$ cat src/ast_params.svh
// register map, field positions, reset values of the audio serial port
// assumes a 32-bit classic wishbone slave with byte addressing
`ifndef AST_PARAMS_SVH
`define AST_PARAMS_SVH

// register offsets (byte addresses)
`define AST_ADR_CTRL   8'h00
`define AST_ADR_PRESC  8'h04
`define AST_ADR_TXDATA 8'h08
`define AST_ADR_RXDATA 8'h0C
`define AST_ADR_STAT   8'h10
`define AST_ADR_MASK   8'h14
`define AST_ADR_LEVEL  8'h18

// control register fields
`define AST_CTRL_EN     0
`define AST_CTRL_MASTER 1
`define AST_CTRL_TXEN   2
`define AST_CTRL_RXEN   3
`define AST_CTRL_FMT    5:4
`define AST_CTRL_CH32   6
`define AST_CTRL_DLEN   8:7
`define AST_CTRL_MCKEN  9
`define AST_CTRL_EXTCLK 10
`define AST_CTRL_TXTHR  14:12
`define AST_CTRL_RXTHR  18:16

// status and mask bits
`define AST_ST_TXA   0
`define AST_ST_RXA   1
`define AST_ST_RXOVF 2
`define AST_ST_TXUDF 3
`define AST_ST_TXOVF 4
`define AST_NSTAT    5

// reset values
`define AST_RST_CTRL  32'h0001_2000
`define AST_RST_PRESC 8'h04
`define AST_RST_MASK  5'h00

// fifo geometry
`define AST_FIFO_DEPTH 4
`define AST_FIFO_AW    2
`define AST_WORD       32

`endif

$ cat src/ast_pkg.sv
// types shared by the audio serial port modules
// assumes nothing beyond a systemverilog compiler
`default_nettype none
package ast_pkg;
   // frame formats
   typedef enum logic [1:0] {
      AST_FMT_STD = 2'h0,
      AST_FMT_LJ  = 2'h1,
      AST_FMT_RJ  = 2'h2,
      AST_FMT_PCM = 2'h3
   } ast_fmt_t;
   // sample lengths, code 3 acts as 32
   typedef enum logic [1:0] {
      AST_DL16 = 2'h0,
      AST_DL24 = 2'h1,
      AST_DL32 = 2'h2,
      AST_DLX  = 2'h3
   } ast_dlen_t;
   // serial engine run state, one-hot
   typedef enum logic [1:0] {
      AST_OFF = 2'h1,
      AST_RUN = 2'h2
   } ast_state_t;
endpackage : ast_pkg
`default_nettype wire

$ cat src/ast_top.sv
// audio serial transceiver: wishbone registers, fifos, framer, shifter
// assumes pins are synchronous to clk; one clock domain
//
// Local design decisions: the Wishbone slave port and the register addresses.
`default_nettype none
`include "ast_params.svh"
module ast_top (
   input  wire logic        clk,                      // bus clock 10 MHz
   input  wire logic        reset_n,                  // sync reset
   input  wire logic        wb_cyc,                   // bus cycle
   input  wire logic        wb_stb,                   // strobe
   input  wire logic        wb_we,                    // write enable
   input  wire logic [7:0]  wb_adr,                   // byte address
   input  wire logic [3:0]  wb_sel,                   // byte lanes
   input  wire logic [31:0] wb_dat_w,                 // write data
   output logic      [31:0] wb_dat_r,                 // read data
   output logic             wb_ack,                   // answer
   input  wire logic        audio_kernel_clock,       // internal source
   input  wire logic        external_audio_clock_pin, // external source
   input  wire logic        sck_in,                   // bit clock pin in
   output logic             sck_out,                  // bit clock drive
   output logic             sck_oe,                   // bit clock enable
   input  wire logic        ws_in,                    // word select in
   output logic             ws_out,                   // word select drive
   output logic             ws_oe,                    // word select enable
   input  wire logic        sd_in,                    // serial data in
   output logic             sd_out,                   // serial data out
   output logic             mclk_out,                 // master clock out
   output logic             irq                       // interrupt, high
);
   import ast_pkg::*;

   logic [31:0] ctrl, next_ctrl;
   logic [7:0]  presc, next_presc;
   logic [`AST_NSTAT-1:0] stat, next_stat, mask, next_mask, ev;
   logic [31:0] next_rdat;
   logic        next_ack, rx_take, next_rx_take;
   logic        acc, wr, rd;
   logic [7:0]  adr;
   logic        tx_push, tx_pop, tx_full, tx_empty;
   logic        rx_push, rx_pop, rx_full, rx_empty;
   logic [31:0] tx_head, rx_head;
   logic [2:0]  tx_level, rx_level;
   logic        src_q, src_prev, next_src_q;
   logic        d_mclk, d_bclk, d_rise, d_fall;
   ast_state_t  state, next_state;
   logic        run, master, pcm;
   ast_fmt_t    fmt;
   logic [5:0]  slot, dl;
   logic [4:0]  start;
   logic [4:0]  pos, next_pos, txrem, next_txrem, rxrem, next_rxrem;
   logic        ch, next_ch, ws_q, next_ws_q, sck_q, next_sck_q;
   logic        ws_drv, next_ws_drv, sd_drv, next_sd_drv;
   logic [31:0] txsh, next_txsh, rxsh, next_rxsh;
   logic        fall, rise, bound, last, load, rx_done;
   logic        tx_load_udf;

   // byte-lane merge for the control register
   function automatic logic [31:0] merge(input logic [31:0] old,
                                          input logic [31:0] nw,
                                          input logic [3:0]  sel);
      for (int i = 0; i < 4; i++) begin
         if (sel[i]) begin
            old[i*8 +: 8] = nw[i*8 +: 8];
         end
      end
      return old;
   endfunction

   // access completes at the edge where ack is high
   assign adr = {wb_adr[7:2], 2'h0};
   assign acc = wb_cyc & wb_stb & wb_ack;
   assign wr  = acc & wb_we;
   assign rd  = acc & ~wb_we;

   // decode fields
   assign run    = (state == AST_RUN);
   assign master = ctrl[`AST_CTRL_MASTER];
   assign fmt    = ast_fmt_t'(ctrl[`AST_CTRL_FMT]);
   assign pcm    = (fmt == AST_FMT_PCM);

   // slot and sample lengths; a 24/32-bit sample in a 16 slot is cut
   always_comb begin
      slot = ctrl[`AST_CTRL_CH32] ? 6'd32 : 6'd16;
      unique case (ast_dlen_t'(ctrl[`AST_CTRL_DLEN]))
         AST_DL16: dl = 6'd16;
         AST_DL24: dl = 6'd24;
         AST_DL32: dl = 6'd32;
         AST_DLX:  dl = 6'd32;
      endcase
      if (dl > slot) begin
         dl = slot;
      end
      unique case (fmt)
         AST_FMT_LJ:  start = 5'd0;
         AST_FMT_RJ:  start = 5'(slot - dl);
         AST_FMT_STD: start = 5'd1;
         AST_FMT_PCM: start = 5'd1;
      endcase
   end

   // register writes, w1c status; a new event beats a clear
   always_comb begin
      next_ctrl  = ctrl;
      next_presc = presc;
      next_mask  = mask;
      next_stat  = stat | ev;
      if (wr && adr == `AST_ADR_CTRL) begin
         next_ctrl = merge(ctrl, wb_dat_w, wb_sel);
      end
      if (wr && adr == `AST_ADR_PRESC && wb_sel[0]) begin
         next_presc = wb_dat_w[7:0];
      end
      if (wr && adr == `AST_ADR_MASK && wb_sel[0]) begin
         next_mask = wb_dat_w[`AST_NSTAT-1:0];
      end
      if (wr && adr == `AST_ADR_STAT && wb_sel[0]) begin
         next_stat = (stat & ~wb_dat_w[`AST_NSTAT-1:0]) | ev;
      end
   end

   // read data latched with the request; unmapped reads give zero
   always_comb begin
      next_ack     = wb_cyc & wb_stb & ~wb_ack;
      next_rdat    = wb_dat_r;
      next_rx_take = rx_take;
      if (next_ack) begin
         next_rx_take = 1'b0;
         unique case (adr)
            `AST_ADR_CTRL:  next_rdat = ctrl;
            `AST_ADR_PRESC: next_rdat = {24'h0, presc};
            `AST_ADR_STAT:  next_rdat = {27'h0, stat};
            `AST_ADR_MASK:  next_rdat = {27'h0, mask};
            `AST_ADR_LEVEL: next_rdat = {23'h0, run, 1'b0, rx_level,
                                         1'b0, tx_level};
            `AST_ADR_RXDATA: begin
               next_rdat    = rx_empty ? 32'h0 : rx_head;
               next_rx_take = ~wb_we & ~rx_empty;
            end
            default: next_rdat = 32'h0;
         endcase
      end
   end

   always_ff @(posedge clk) begin
      if (!reset_n) begin
         ctrl     <= `AST_RST_CTRL;
         presc    <= `AST_RST_PRESC;
         mask     <= `AST_RST_MASK;
         stat     <= '0;
         wb_ack   <= 1'b0;
         wb_dat_r <= 32'h0;
         rx_take  <= 1'b0;
      end else begin
         ctrl     <= next_ctrl;
         presc    <= next_presc;
         mask     <= next_mask;
         stat     <= next_stat;
         wb_ack   <= next_ack;
         wb_dat_r <= next_rdat;
         rx_take  <= next_rx_take;
      end
   end

   // events; alarms are levels so they re-arm while the condition holds
   always_comb begin
      ev = '0;
      ev[`AST_ST_TXA] = run & ctrl[`AST_CTRL_TXEN] &
         (3'h4 - tx_level >= ctrl[`AST_CTRL_TXTHR]);
      ev[`AST_ST_RXA] = run & ctrl[`AST_CTRL_RXEN] &
         (rx_level >= ctrl[`AST_CTRL_RXTHR]);
      ev[`AST_ST_RXOVF] = rx_done & rx_full;
      ev[`AST_ST_TXUDF] = tx_load_udf;
      ev[`AST_ST_TXOVF] = wr & (adr == `AST_ADR_TXDATA) & tx_full;
   end
   assign irq = |(stat & mask);

   // fifo traffic; a write to a full fifo is dropped
   assign tx_push = wr & (adr == `AST_ADR_TXDATA) & ~tx_full;
   assign tx_pop  = load & ctrl[`AST_CTRL_TXEN] & ~tx_empty;
   assign rx_push = rx_done & ~rx_full;
   assign rx_pop  = rd & (adr == `AST_ADR_RXDATA) & rx_take;

   ast_fifo u_txf (
      .clk       (clk),
      .reset_n   (reset_n),
      .push      (tx_push),
      .push_data (wb_dat_w),
      .pop       (tx_pop),
      .head      (tx_head),
      .full      (tx_full),
      .empty     (tx_empty),
      .level     (tx_level)
   );

   ast_fifo u_rxf (
      .clk       (clk),
      .reset_n   (reset_n),
      .push      (rx_push),
      .push_data (next_rxsh),
      .pop       (rx_pop),
      .head      (rx_head),
      .full      (rx_full),
      .empty     (rx_empty),
      .level     (rx_level)
   );

   // clock source select and edge detect; pins already synchronous
   always_comb begin
      next_src_q = ctrl[`AST_CTRL_EXTCLK] ? external_audio_clock_pin
                                          : audio_kernel_clock;
   end

   always_ff @(posedge clk) begin
      if (!reset_n) begin
         src_q    <= 1'b0;
         src_prev <= 1'b0;
      end else begin
         src_q    <= next_src_q;
         src_prev <= src_q;
      end
   end

   // Fs = source / (2 * presc * 256); presc picks 192k..8k
   ast_clkdiv u_div (
      .clk       (clk),
      .reset_n   (reset_n),
      .run       (run & master),
      .src_edge  (src_q & ~src_prev),
      .presc     (presc),
      .ch32      (ctrl[`AST_CTRL_CH32]),
      .mclk      (d_mclk),
      .bclk      (d_bclk),
      .bclk_rise (d_rise),
      .bclk_fall (d_fall)
   );

   // pin drive; slave leaves clock and word select undriven
   assign sck_out  = d_bclk;
   assign sck_oe   = run & master;
   assign ws_out   = ws_drv;
   assign ws_oe    = run & master;
   assign sd_out   = sd_drv;
   assign mclk_out = d_mclk & ctrl[`AST_CTRL_MCKEN];

   // edges: own divider as master, sampled pin as slave
   assign fall  = master ? d_fall : (sck_q & ~sck_in);
   assign rise  = master ? d_rise : (~sck_q & sck_in);
   assign last  = ({1'b0, pos} == slot - 6'd1);
   assign bound = ~master & (pcm ? (ws_in & ~ws_q) : (ws_in != ws_q));

   // run state: bit counters cleared and slot position parked on its last bit while off
   always_comb begin
      unique case (state)
         AST_OFF: next_state = ctrl[`AST_CTRL_EN] ? AST_RUN : AST_OFF;
         AST_RUN: next_state = ctrl[`AST_CTRL_EN] ? AST_RUN : AST_OFF;
         default: next_state = AST_OFF;
      endcase
   end

   // framer and shifters: drive on falling, sample on rising edge
   always_comb begin
      next_pos    = pos;
      next_ch     = ch;
      next_ws_q   = ws_q;
      next_ws_drv = ws_drv;
      next_sd_drv = sd_drv;
      next_txsh   = txsh;
      next_txrem  = txrem;
      next_rxsh   = rxsh;
      next_rxrem  = rxrem;
      next_sck_q  = sck_in;
      load        = 1'b0;
      tx_load_udf = 1'b0;
      rx_done     = 1'b0;
      if (run && fall) begin
         // word select flips per slot; pcm gives a one-bit frame pulse
         next_pos  = bound ? 5'd0 : last ? 5'd0 : pos + 5'd1;
         next_ch   = bound ? (~pcm & ws_in) : (last ? ~ch : ch);
         next_ws_q = ws_in;
         next_ws_drv = pcm ? (next_pos == 5'd0) & ~next_ch : next_ch;
         if (next_pos == start) begin
            // left-align sample so the msb leaves first
            load        = 1'b1;
            tx_load_udf = ctrl[`AST_CTRL_TXEN] & tx_empty;
            next_txsh   = (ctrl[`AST_CTRL_TXEN] & ~tx_empty) ?
                          tx_head << (6'd32 - dl) : 32'h0;
            next_txrem  = 5'(dl - 6'd1);
            next_sd_drv = next_txsh[31];
            next_txsh   = {next_txsh[30:0], 1'b0};
         end else if (txrem != 5'd0) begin
            next_sd_drv = txsh[31];
            next_txsh   = {txsh[30:0], 1'b0};
            next_txrem  = txrem - 5'd1;
         end else begin
            next_sd_drv = 1'b0;
         end
      end
      // receive only when enabled; tx and rx run independently
      if (run && rise && ctrl[`AST_CTRL_RXEN]) begin
         if (pos == start) begin
            next_rxsh  = {31'h0, sd_in};
            next_rxrem = 5'(dl - 6'd1);
         end else if (rxrem != 5'd0) begin
            next_rxsh  = {rxsh[30:0], sd_in};
            next_rxrem = rxrem - 5'd1;
            rx_done    = (rxrem == 5'd1);
         end
      end
      if (!run) begin
         // park on the last bit so the first fall opens a left slot
         next_pos    = 5'(slot - 6'd1);
         next_ch     = 1'b1;
         next_ws_q   = ws_in;
         next_ws_drv = 1'b0;
         next_sd_drv = 1'b0;
         next_txrem  = 5'd0;
         next_rxrem  = 5'd0;
      end
   end

   always_ff @(posedge clk) begin
      if (!reset_n) begin
         state  <= AST_OFF;
         pos    <= 5'd0;
         ch     <= 1'b1;
         ws_q   <= 1'b0;
         sck_q  <= 1'b0;
         ws_drv <= 1'b0;
         sd_drv <= 1'b0;
         txsh   <= 32'h0;
         txrem  <= 5'd0;
         rxsh   <= 32'h0;
         rxrem  <= 5'd0;
      end else begin
         state  <= next_state;
         pos    <= next_pos;
         ch     <= next_ch;
         ws_q   <= next_ws_q;
         sck_q  <= next_sck_q;
         ws_drv <= next_ws_drv;
         sd_drv <= next_sd_drv;
         txsh   <= next_txsh;
         txrem  <= next_txrem;
         rxsh   <= next_rxsh;
         rxrem  <= next_rxrem;
      end
   end

   property p_txovf;
      @(posedge clk) disable iff (!reset_n)
      (wr && adr == `AST_ADR_TXDATA && tx_full) |=> stat[`AST_ST_TXOVF];
   endproperty
   a_txovf: assert property (p_txovf)
      else $error("tx overflow not flagged");

   property p_rxovf;
      @(posedge clk) disable iff (!reset_n)
      (rx_done && rx_full && !rx_pop)
         |=> stat[`AST_ST_RXOVF] && $stable(rx_level);
   endproperty
   a_rxovf: assert property (p_rxovf)
      else $error("rx overflow not flagged");

   property p_udf;
      @(posedge clk) disable iff (!reset_n)
      (load && tx_empty && ctrl[`AST_CTRL_TXEN])
         |=> stat[`AST_ST_TXUDF] && !txsh[31];
   endproperty
   a_udf: assert property (p_udf)
      else $error("tx underflow not flagged");

   property p_slave;
      @(posedge clk) disable iff (!reset_n)
      !master |-> !sck_oe && !ws_oe;
   endproperty
   a_slave: assert property (p_slave)
      else $error("slave drives clock pins");

   property p_rjzero;
      @(posedge clk) disable iff (!reset_n)
      (run && fmt == AST_FMT_RJ && $rose(fall) && txrem == 5'd0
       && next_pos < start) |=> !sd_drv;
   endproperty
   a_rjzero: assert property (p_rjzero)
      else $error("leading right-justified bit not zero");

   property p_rxa;
      @(posedge clk) disable iff (!reset_n)
      (run && ctrl[`AST_CTRL_RXEN] && rx_level >= ctrl[`AST_CTRL_RXTHR])
         |=> stat[`AST_ST_RXA];
   endproperty
   a_rxa: assert property (p_rxa)
      else $error("rx alarm missing");

   property p_txa;
      @(posedge clk) disable iff (!reset_n)
      (run && ctrl[`AST_CTRL_TXEN] && tx_empty
       && ctrl[`AST_CTRL_TXTHR] <= 3'h4) |=> stat[`AST_ST_TXA];
   endproperty
   a_txa: assert property (p_txa)
      else $error("tx alarm missing");

   property p_ack;
      @(posedge clk) disable iff (!reset_n)
      (wb_cyc && wb_stb && !wb_ack) |=> wb_ack ##1 !wb_ack;
   endproperty
   a_ack: assert property (p_ack)
      else $error("bus answer not one cycle");
endmodule // ast_top
`default_nettype wire

$ cat src/ast_fifo.sv
// four-word by 32-bit fifo used for both transmit and receive
// assumes caller never pushes when full or pops when empty
`default_nettype none
`include "ast_params.svh"
module ast_fifo (
   input  wire logic        clk,       // bus clock
   input  wire logic        reset_n,   // sync reset, active low
   input  wire logic        push,      // write one word
   input  wire logic [31:0] push_data, // word written
   input  wire logic        pop,       // drop head word
   output logic      [31:0] head,      // head word
   output logic             full,      // no room
   output logic             empty,     // nothing stored
   output logic      [2:0]  level      // words stored
);
   logic [31:0]                 mem [`AST_FIFO_DEPTH];
   logic [`AST_FIFO_AW-1:0]     wp, rp, next_wp, next_rp;
   logic [2:0]                  next_level;

   // pointer and count updates
   always_comb begin
      next_wp    = push ? wp + 2'h1 : wp;
      next_rp    = pop ? rp + 2'h1 : rp;
      next_level = level + {2'h0, push} - {2'h0, pop};
   end

   always_ff @(posedge clk) begin
      if (!reset_n) begin
         wp    <= 2'h0;
         rp    <= 2'h0;
         level <= 3'h0;
      end else begin
         wp    <= next_wp;
         rp    <= next_rp;
         level <= next_level;
      end
      if (push) begin
         mem[wp] <= push_data;
      end
   end

   assign head  = mem[rp];
   assign full  = (level == 3'h4);
   assign empty = (level == 3'h0);

   property p_depth;
      @(posedge clk) disable iff (!reset_n) level <= 3'h4;
   endproperty
   a_depth: assert property (p_depth) else $error("fifo beyond 4 words");
endmodule // ast_fifo
`default_nettype wire

$ cat src/ast_clkdiv.sv
// prescaler making master clock and bit clock from source clock edges
// assumes src_edge is a one-cycle pulse per source clock rising edge
`default_nettype none
module ast_clkdiv (
   input  wire logic       clk,       // bus clock
   input  wire logic       reset_n,   // sync reset, active low
   input  wire logic       run,       // engine running
   input  wire logic       src_edge,  // source clock edge
   input  wire logic [7:0] presc,     // edges per half mclk period
   input  wire logic       ch32,      // 32-bit slots
   output logic            mclk,      // 256 x sample rate
   output logic            bclk,      // bit clock level
   output logic            bclk_rise, // bit clock rises now
   output logic            bclk_fall  // bit clock falls now
);
   logic [7:0] cnt, next_cnt;
   logic [2:0] ph, next_ph;
   logic       next_mclk, next_bclk, tick, flip;

   // one mclk half period per presc edges; 0 behaves as 1
   always_comb begin
      tick      = run & src_edge & (cnt + 8'h1 >= presc);
      flip      = tick & (ch32 ? (ph[1:0] == 2'h3) : (ph == 3'h7));
      next_cnt  = !run ? 8'h0 : tick ? 8'h0 : src_edge ? cnt + 8'h1 : cnt;
      next_ph   = !run ? 3'h0 : tick ? ph + 3'h1 : ph;
      next_mclk = run & (tick ? ~mclk : mclk);
      next_bclk = run & (flip ? ~bclk : bclk);
      bclk_rise = flip & ~bclk;
      bclk_fall = flip & bclk;
   end

   // slot of 32 bits: 4 mclk per bclk, slot of 16: 8, so mclk=256 Fs
   always_ff @(posedge clk) begin
      if (!reset_n) begin
         cnt  <= 8'h0;
         ph   <= 3'h0;
         mclk <= 1'b0;
         bclk <= 1'b0;
      end else begin
         cnt  <= next_cnt;
         ph   <= next_ph;
         mclk <= next_mclk;
         bclk <= next_bclk;
      end
   end
endmodule // ast_clkdiv
`default_nettype wire

$ cat config.mk
export PLATFORM = sky130hd
export DESIGN_NAME = ast_top
export DESIGN_NICKNAME = d
export VERILOG_FILES = /design/src/ast_pkg.sv /design/src/ast_top.sv /design/src/ast_fifo.sv /design/src/ast_clkdiv.sv
export VERILOG_INCLUDE_DIRS = /design/src
export SDC_FILE = /design/constraint.sdc
export NUM_CORES = 1
export LEC_CHECK = 0
export BUFFER_PORTS_ARGS = -buffer_cell sky130_fd_sc_hd__clkbuf_2
export CAP_MARGIN = 20
export CORE_ASPECT_RATIO = 1.4
export CORE_MARGIN = 1
export CORE_UTILIZATION = 61
export DETAILED_ROUTE_END_ITERATION = 6
export PLACE_DENSITY_LB_ADDON = 0.1
export SLEW_MARGIN = 0
export SYNTH_ARGS = -nofsm -noshare
export SYNTH_HDL_FRONTEND = slang
export SYNTH_SLANG_ARGS = --single-unit
$ cat constraint.sdc
create_clock -name clk -period 5.39 [get_ports clk]
set_input_delay 1.078 -clock clk [delete_from_list [all_inputs] [get_ports clk]]
set_output_delay 1.078 -clock clk [all_outputs]
set_load 0.02 [all_outputs]
### Yosys cells after proc, flatten, opt, wreduce, memory -nomap -nowiden

Memory sizes are Yosys's and may differ from the RTL's. A register that Yosys moved wholly into a read port is not among the register bits.
Index checks and enable logic that the tools add are counted.
W data, S select, Z words.

* add/sub/neg operators: 18
* magnitude comparators: 4
* equal/unequal tests: 24
* shift-type cells: 1
* mux-type cells: 52
* bitwise logic cells: 60
* reductions and logical operators: 34

Operators by type and width (count)
* $mux W32: 7
* $pmux W32 S6: 1
* $mux W5: 9
* $and A1 B1 Y1: 37
* $shl A32 B6 Y32: 1
* $mux W1: 26
* $eq A6 B3 Y1 const B: 3
* $not A1 Y1: 18
* $pmux W6 S3: 1
* $reduce_and A2 Y1: 9
* $pmux W5 S3: 1
* $sub A5 B1 Y5 const B: 3
* $eq A2 B2 Y1 const B: 6
* $eq A6 B2 Y1 const B: 2
* $mux W6: 2
* $and A5 B5 Y5: 2
* $eq A5 B5 Y1: 2
* $logic_and A1 B1 Y1: 10
* $mux W2: 5
* $or A5 B5 Y5: 2
* $reduce_bool A5 Y1: 2
* $eq A3 B3 Y1 const B: 3
* $add A2 B1 Y2 const B: 4
* $add A8 B1 Y8 const B: 1
* 26 further kinds: 36

* flip-flop bits (word level): 199
* RAM bits: 256
* output and inout port bits: 40
* memories kept: 2

Memories
* u_rxf.mem: depth 4, bits a word 32, rd ports 1, clocked after Yosys merged registers in 1, wr ports 1, RTL line ast_fifo.sv:16 `` logic [31:0] mem [`AST_FIFO_DEPTH]; ``
* u_txf.mem: depth 4, bits a word 32, rd ports 1, clocked after Yosys merged registers in 1, wr ports 1, RTL line ast_fifo.sv:16

### Depth between registers and ports, before layout

* word-level depth: 14
* gate-level depth with buffers: 20
* gate-level depth less buffers: 20

### Hierarchy

Synthesis repeated with hierarchy kept, for this count alone.

* cells, all modules: 1549
* area, all modules: 19618.8 µm²

By module, submodules not included
* ast_fifo: instances 2, cells an instance 210, area each 5101.1 µm²
* ast_top: instances 1, cells an instance 1027, area each 8468.1 µm²
* ast_clkdiv: instances 1, cells an instance 102, area each 948.4 µm²

### Worst setup path before layout

Ideal clock, no wire load.

* kind: reg2reg
* start point: register u_div.cnt[2]
* end point: memory u_rxf.mem[0][0] (enable)
* data arrival time: 4.038 ns
* required time: 4.998 ns
* path slack: 0.960 ns
* cell stages (with the launch flop): 15
* path buffers: 0
* cell sequence: dfxtp_1 -> nand3_1 -> or2_2 -> xnor2_1 -> ha_1 -> o21a_1 -> o21a_1 -> o21ai_0 -> nor4b_1 -> ha_1 -> a22oi_1 -> nor2_1 -> inv_1 -> a2111oi_2 -> and2_1

* longest elaborated chain between the ends: 12

Ends and longest elaborated chain
* from (decl): RTL line ast_clkdiv.sv:16 `logic [7:0] cnt, next_cnt;`
* from (signal assigned): RTL line ast_clkdiv.sv:40 `cnt <= next_cnt;`
* $add A8 B1 Y8: RTL line ast_clkdiv.sv:22 `tick = run & src_edge & (cnt + 8'h1 >= presc);`
* $ge A8 B8 Y1: RTL line ast_clkdiv.sv:22
* $and A1 B1 Y1: RTL line ast_clkdiv.sv:22
* $and A1 B1 Y1: RTL line ast_clkdiv.sv:23 `flip = tick & (ch32 ? (ph[1:0] == 2'h3) : (ph == 3'h7));`
* $and A1 B1 Y1: RTL line ast_clkdiv.sv:28 `bclk_rise = flip & ~bclk;`
* $mux W1: RTL line ast_top.sv:248 `assign rise = master ? d_rise : (~sck_q & sck_in);`
* $logic_and A1 B1 Y1 (2 in series): RTL line ast_top.sv:300 `` if (run && rise && ctrl[`AST_CTRL_RXEN]) begin ``
* $mux W1: RTL line ast_top.sv:300
* $and A1 B1 Y1: RTL line ast_top.sv:181 `assign rx_push = rx_done & ~rx_full;`
* $mux W1: RTL line ast_fifo.sv:37 `if (push) begin`
* $mux W1 (implied by the code): RTL line ast_fifo.sv:38 `mem[wp] <= push_data;`
* to (decl): RTL line ast_fifo.sv:16

Every way passes these cells.

### Final worst setup path

* start point: register u_div.cnt[0]
* end point: register u_txf.level[1]

* longest elaborated chain between the ends: 11

Ends and longest elaborated chain
* $add A8 B1 Y8: RTL line ast_clkdiv.sv:22
* $ge A8 B8 Y1: RTL line ast_clkdiv.sv:22
* $and A1 B1 Y1: RTL line ast_clkdiv.sv:22
* $and A1 B1 Y1: RTL line ast_clkdiv.sv:23
* $and A1 B1 Y1: RTL line ast_clkdiv.sv:29 `bclk_fall = flip & bclk;`
* $mux W1: RTL line ast_top.sv:247 `assign fall = master ? d_fall : (sck_q & ~sck_in);`
* $logic_and A1 B1 Y1: RTL line ast_top.sv:276 `if (run && fall) begin`
* $mux W1: RTL line ast_top.sv:276
* $and A1 B1 Y1 (2 in series): RTL line ast_top.sv:180 `` assign tx_pop = load & ctrl[`AST_CTRL_TXEN] & ~tx_empty; ``
* via tx_pop: RTL line ast_top.sv:40 `logic tx_push, tx_pop, tx_full, tx_empty;`
* $sub A3 B1 Y3: RTL line ast_fifo.sv:24 `next_level = level + {2'h0, push} - {2'h0, pop};`
* via u_txf.next_level[1]: RTL line ast_fifo.sv:18 `logic [2:0] next_level;`
* to (signal assigned): RTL line ast_fifo.sv:35 `level <= next_level;`
* to (decl): RTL line ast_fifo.sv:14 `output logic [2:0] level`

The timed path passes the listed nets, and every way through them passes these cells.
A chain may end at the register's enable or synchronous reset.

==> flow_metrics.tcl <==
set metrics [dict create \
    run_status "completed" \
    clkPwrFrac_pct 44.3 \
    ys_warn_count 0 \
    antenna_found_initial 5 \
    hpwl_mm 28.83 \
    r2r_slack_ps 420 \
    fp-row-count 76 \
    num_vias 12554 \
    cts_buffers 43 \
    drt_iter0_drc 836 \
    syn-num-nets 1630 \
    synth_common_cells "256 x edfxtp_1, 202 x dfxtp_1, 125 x nand2_1" \
    p_leak_nw 7.092 \
    drive_gt1_share_pct 17.94 \
    io_pins 94 \
    finalMaxSlewViolations 0 \
    io_buffers 91 \
    rr_endpoint "u_txf.level[1]$_SDFF_PN0_" \
    drtPass1Iterations 7 \
    vias_per_cell 6.157 \
    rsz0062_at_grt "false" \
    setup_tns_ps 0 \
    crit_start "u_div.cnt[0]$_SDFFE_PP0P_" \
    yosysTopAreaCell "edfxtp_1" \
    die_area_sq_um 32150 \
    cp-start-kind "flip-flop" \
    cap_violations 0 \
    cp.required_ps 5830 \
    internal_power_mw 5.448 \
    grt_pass1_wl_mm 68.10 \
    synthCells 1528 \
    synth_area_sq_um 19170 \
    cts_resized 0 \
    finalNetCount 1711 \
    vdd_drop_max_v 0.0003104 \
    cts_hold_buf 0 \
    reg2reg_from "u_div.cnt[0]$_SDFFE_PP0P_" \
    finalHoldViolations 0 \
    p_comb_share_pct 2.1 \
    power.total_mw 6.861 \
    drtAntennaViolNets 0 \
    track_usage_pct 27.39 \
    routedWlPerCell_microns 21.46 \
    area_growth_pct 12.15 \
    synth-main-ff-cell "edfxtp_1" \
    fin_ws_ps 415.0 \
    ys_ff_latch 458 \
    fp.coreArea_sq_um 30810 \
    r2r_cells 19 \
    clockBufferDepth 3 \
    grt_max_degree 72 \
    post-place-ws_ps 420.3 \
    grt_overflow 0 \
    p_sw_mw 1.413 \
    post_synth.cell_area_avg_sq_um 12.55 \
    finalSetupViolations 0 \
    cp_max_fo 7 \
    gp_congestion 0.9053 \
    synth.distinct_cells 72 \
    crit_type "reg2reg" \
    start_util_pct 62.22 \
    postCtsSetupRepairBufs 0 \
    cellPowerDensity_nw_per_um2 319.1 \
    arrival_ps 5420 \
    switching_share_pct 20.59 \
    synth-edff-count 256 \
    period_needed_ps 4975 \
    clk_pin_slew_ps 70 \
    fin_crit_sh_pct 92.30 \
    tightest_slew_ps 1081 \
    clkSinkCount 458 \
    async_flop_share_pct 0 \
    worstSkewPairLatency_ps 560 \
    clock_skew_ps 25.30 \
    cts_tree "yes" \
    cts_max_level 2 \
    drc 0 \
    crit_end "u_txf.level[1]$_SDFF_PN0_" \
    synth_area_leaders "edfxtp_1 40%, dfxtp_1 21%, mux4_2 8.0%" \
    hold_depth 1 \
    ys_seq_area_share_pct 61.20 \
    routed_wl_mm 43.76 \
    dieWidth_microns 151.8 \
    die_y_microns 211.8 \
    synth_most_common_cell "edfxtp_1" \
    pwr-share-seq_pct 53.6 \
    crit_path_end_kind "flip-flop" \
    grt_pass1_vias 12305 \
    synth_top_area_share_pct 40.10 \
    root_buffer "clkbuf_16" \
    slew_headroom_pct 27.68 \
    hold_path.class "reg2reg" \
    max_clock_freq_ghz 0.2010 \
]
## state kept, by name, indices dropped and copies added, names as in the netlist, 3 cells and up, named ones only
| signal | count |
|---|---|
| presc | 8 |
| u_div.cnt | 8 |
| rxsh | 32 |
| rxrem | 5 |
| u_txf.mem | 128 |
| stat | 5 |
| u_rxf.level | 3 |
| txsh | 31 |
| u_rxf.mem | 128 |
| pos | 5 |
| txrem | 5 |
| wb_dat_r | 32 |
| ctrl | 32 |
| mask | 5 |
| u_txf.level | 3 |
| u_div.ph | 3 |
## logic make-up after synthesis
group                    share of synthesized area (%)
buffers and inverters                            2.898
AO/OA/AOI/OAI                                    10.73
flip-flops                                       61.20
XOR/XNOR                                         1.364
adder cells (fa/ha/maj)                          3.211
AND/OR/NAND/NOR                                  11.87
multiplexers                                     8.733
## worst min path at each step
stage,startpoint,endpoint,slack (ps)
after floorplan,txsh[31]$_SDFFE_PN0P_,txsh[31]$_SDFFE_PN0P_,420
after global placement,txsh[25]$_SDFFE_PN0P_,txsh[26]$_SDFFE_PN0P_,440
after CTS,txsh[25]$_SDFFE_PN0P_,txsh[26]$_SDFFE_PN0P_,460
after detailed placement,txsh[31]$_SDFFE_PN0P_,txsh[31]$_SDFFE_PN0P_,440
final,txsh[31]$_SDFFE_PN0P_,txsh[31]$_SDFFE_PN0P_,450
after global routing,sd_out$_SDFFE_PN0P_,sd_out$_SDFFE_PN0P_,470
## through the flow
step	cell area, sq um	hold WS (ps)	cells	utilization, %
finish	21500	454.7	2039	69.78
global route	21500	473.5	2039	69.78
CTS	21480	455.4	2033	69.72
floorplan	19170	419.3	1528	-
detailed placement	20040	438.6	1953	65.05
global placement	20040	435.8	1953	65.05
## final cells by class
class                           instances  area [sq um]
Inverter                               43         161.4
Clock buffer                           61          1290
Antenna cell                            5         12.51
Clock inverter                         19         150.1
Fill cell                            2248          9310
Multi-Input combinational cell        934          6913
Sequential cell                       458         11730
Tap cell                              390         488.0
Timing Repair Buffer                  129         750.7
## cells in the final DEF (no fill, tap or decap), types with 5 or more instances in the layout
| master | count |
|---|---|
| a32oi_1 | 8 |
| nand3_1 | 103 |
| a21o_1 | 6 |
| nor3_1 | 16 |
| clkinv_1 | 6 |
| o21ai_0 | 26 |
| a21oi_1 | 122 |
| inv_1 | 42 |
| nor2_1 | 108 |
| a222oi_1 | 9 |
| and2_1 | 58 |
| dfxtp_1 | 200 |
| buf_4 | 36 |
| mux2i_1 | 12 |
| ha_1 | 46 |
| xnor2_1 | 21 |
| a22o_1 | 32 |
| o211ai_2 | 6 |
| nor2b_1 | 15 |
| nand2b_1 | 11 |
| a211oi_1 | 9 |
| a221oi_1 | 8 |
| edfxtp_1 | 256 |
| or3_1 | 6 |
| diode_2 | 5 |
| nand3b_1 | 5 |
| nand2_1 | 125 |
| a22oi_1 | 28 |
| xor2_1 | 7 |
| a221o_1 | 9 |
| clkbuf_16 | 48 |
| clkbuf_1 | 9 |
| a31oi_1 | 12 |
| clkbuf_2 | 91 |
| mux4_2 | 68 |
## power groups by stage
stage	Clock (mW)	Combinational, mW	Sequential, mW
after floorplan	0	0.0715	3.76
after global placement	0	0.142	3.75
after detailed placement	0	0.145	3.76
after CTS	3.09	0.145	3.68
after global routing	3.22	0.159	3.68
final	3.04	0.146	3.68
## metal layers
metal / up-vias / track usage [%] / wire [microns]
li1: 5865 / - / -
met2: 378 / 47.68 / 22540
met1: 6220 / 34.76 / 17550
met4: 0 / 11.07 / 1507
met3: 91 / 3.521 / 2165
met5: - / 0 / 0
## worst max-delay path: stages, from the launching register on
cell	delay, ps
dfxtp_1	390
ha_1	230
nand3_1	170
nor2_1	160
xor2_1	90
ha_1	280
o21a_1	110
o21a_1	120
o21ai_0	220
nor4b_1	600
ha_1	250
a21oi_1	90
and2b_1	350
nand3_1	180
nor3_1	510
ha_1	340
inv_1	60
ha_1	140
fa_1	410
and2_1	170
No activity file was read; power rests on OpenSTA's default activity.
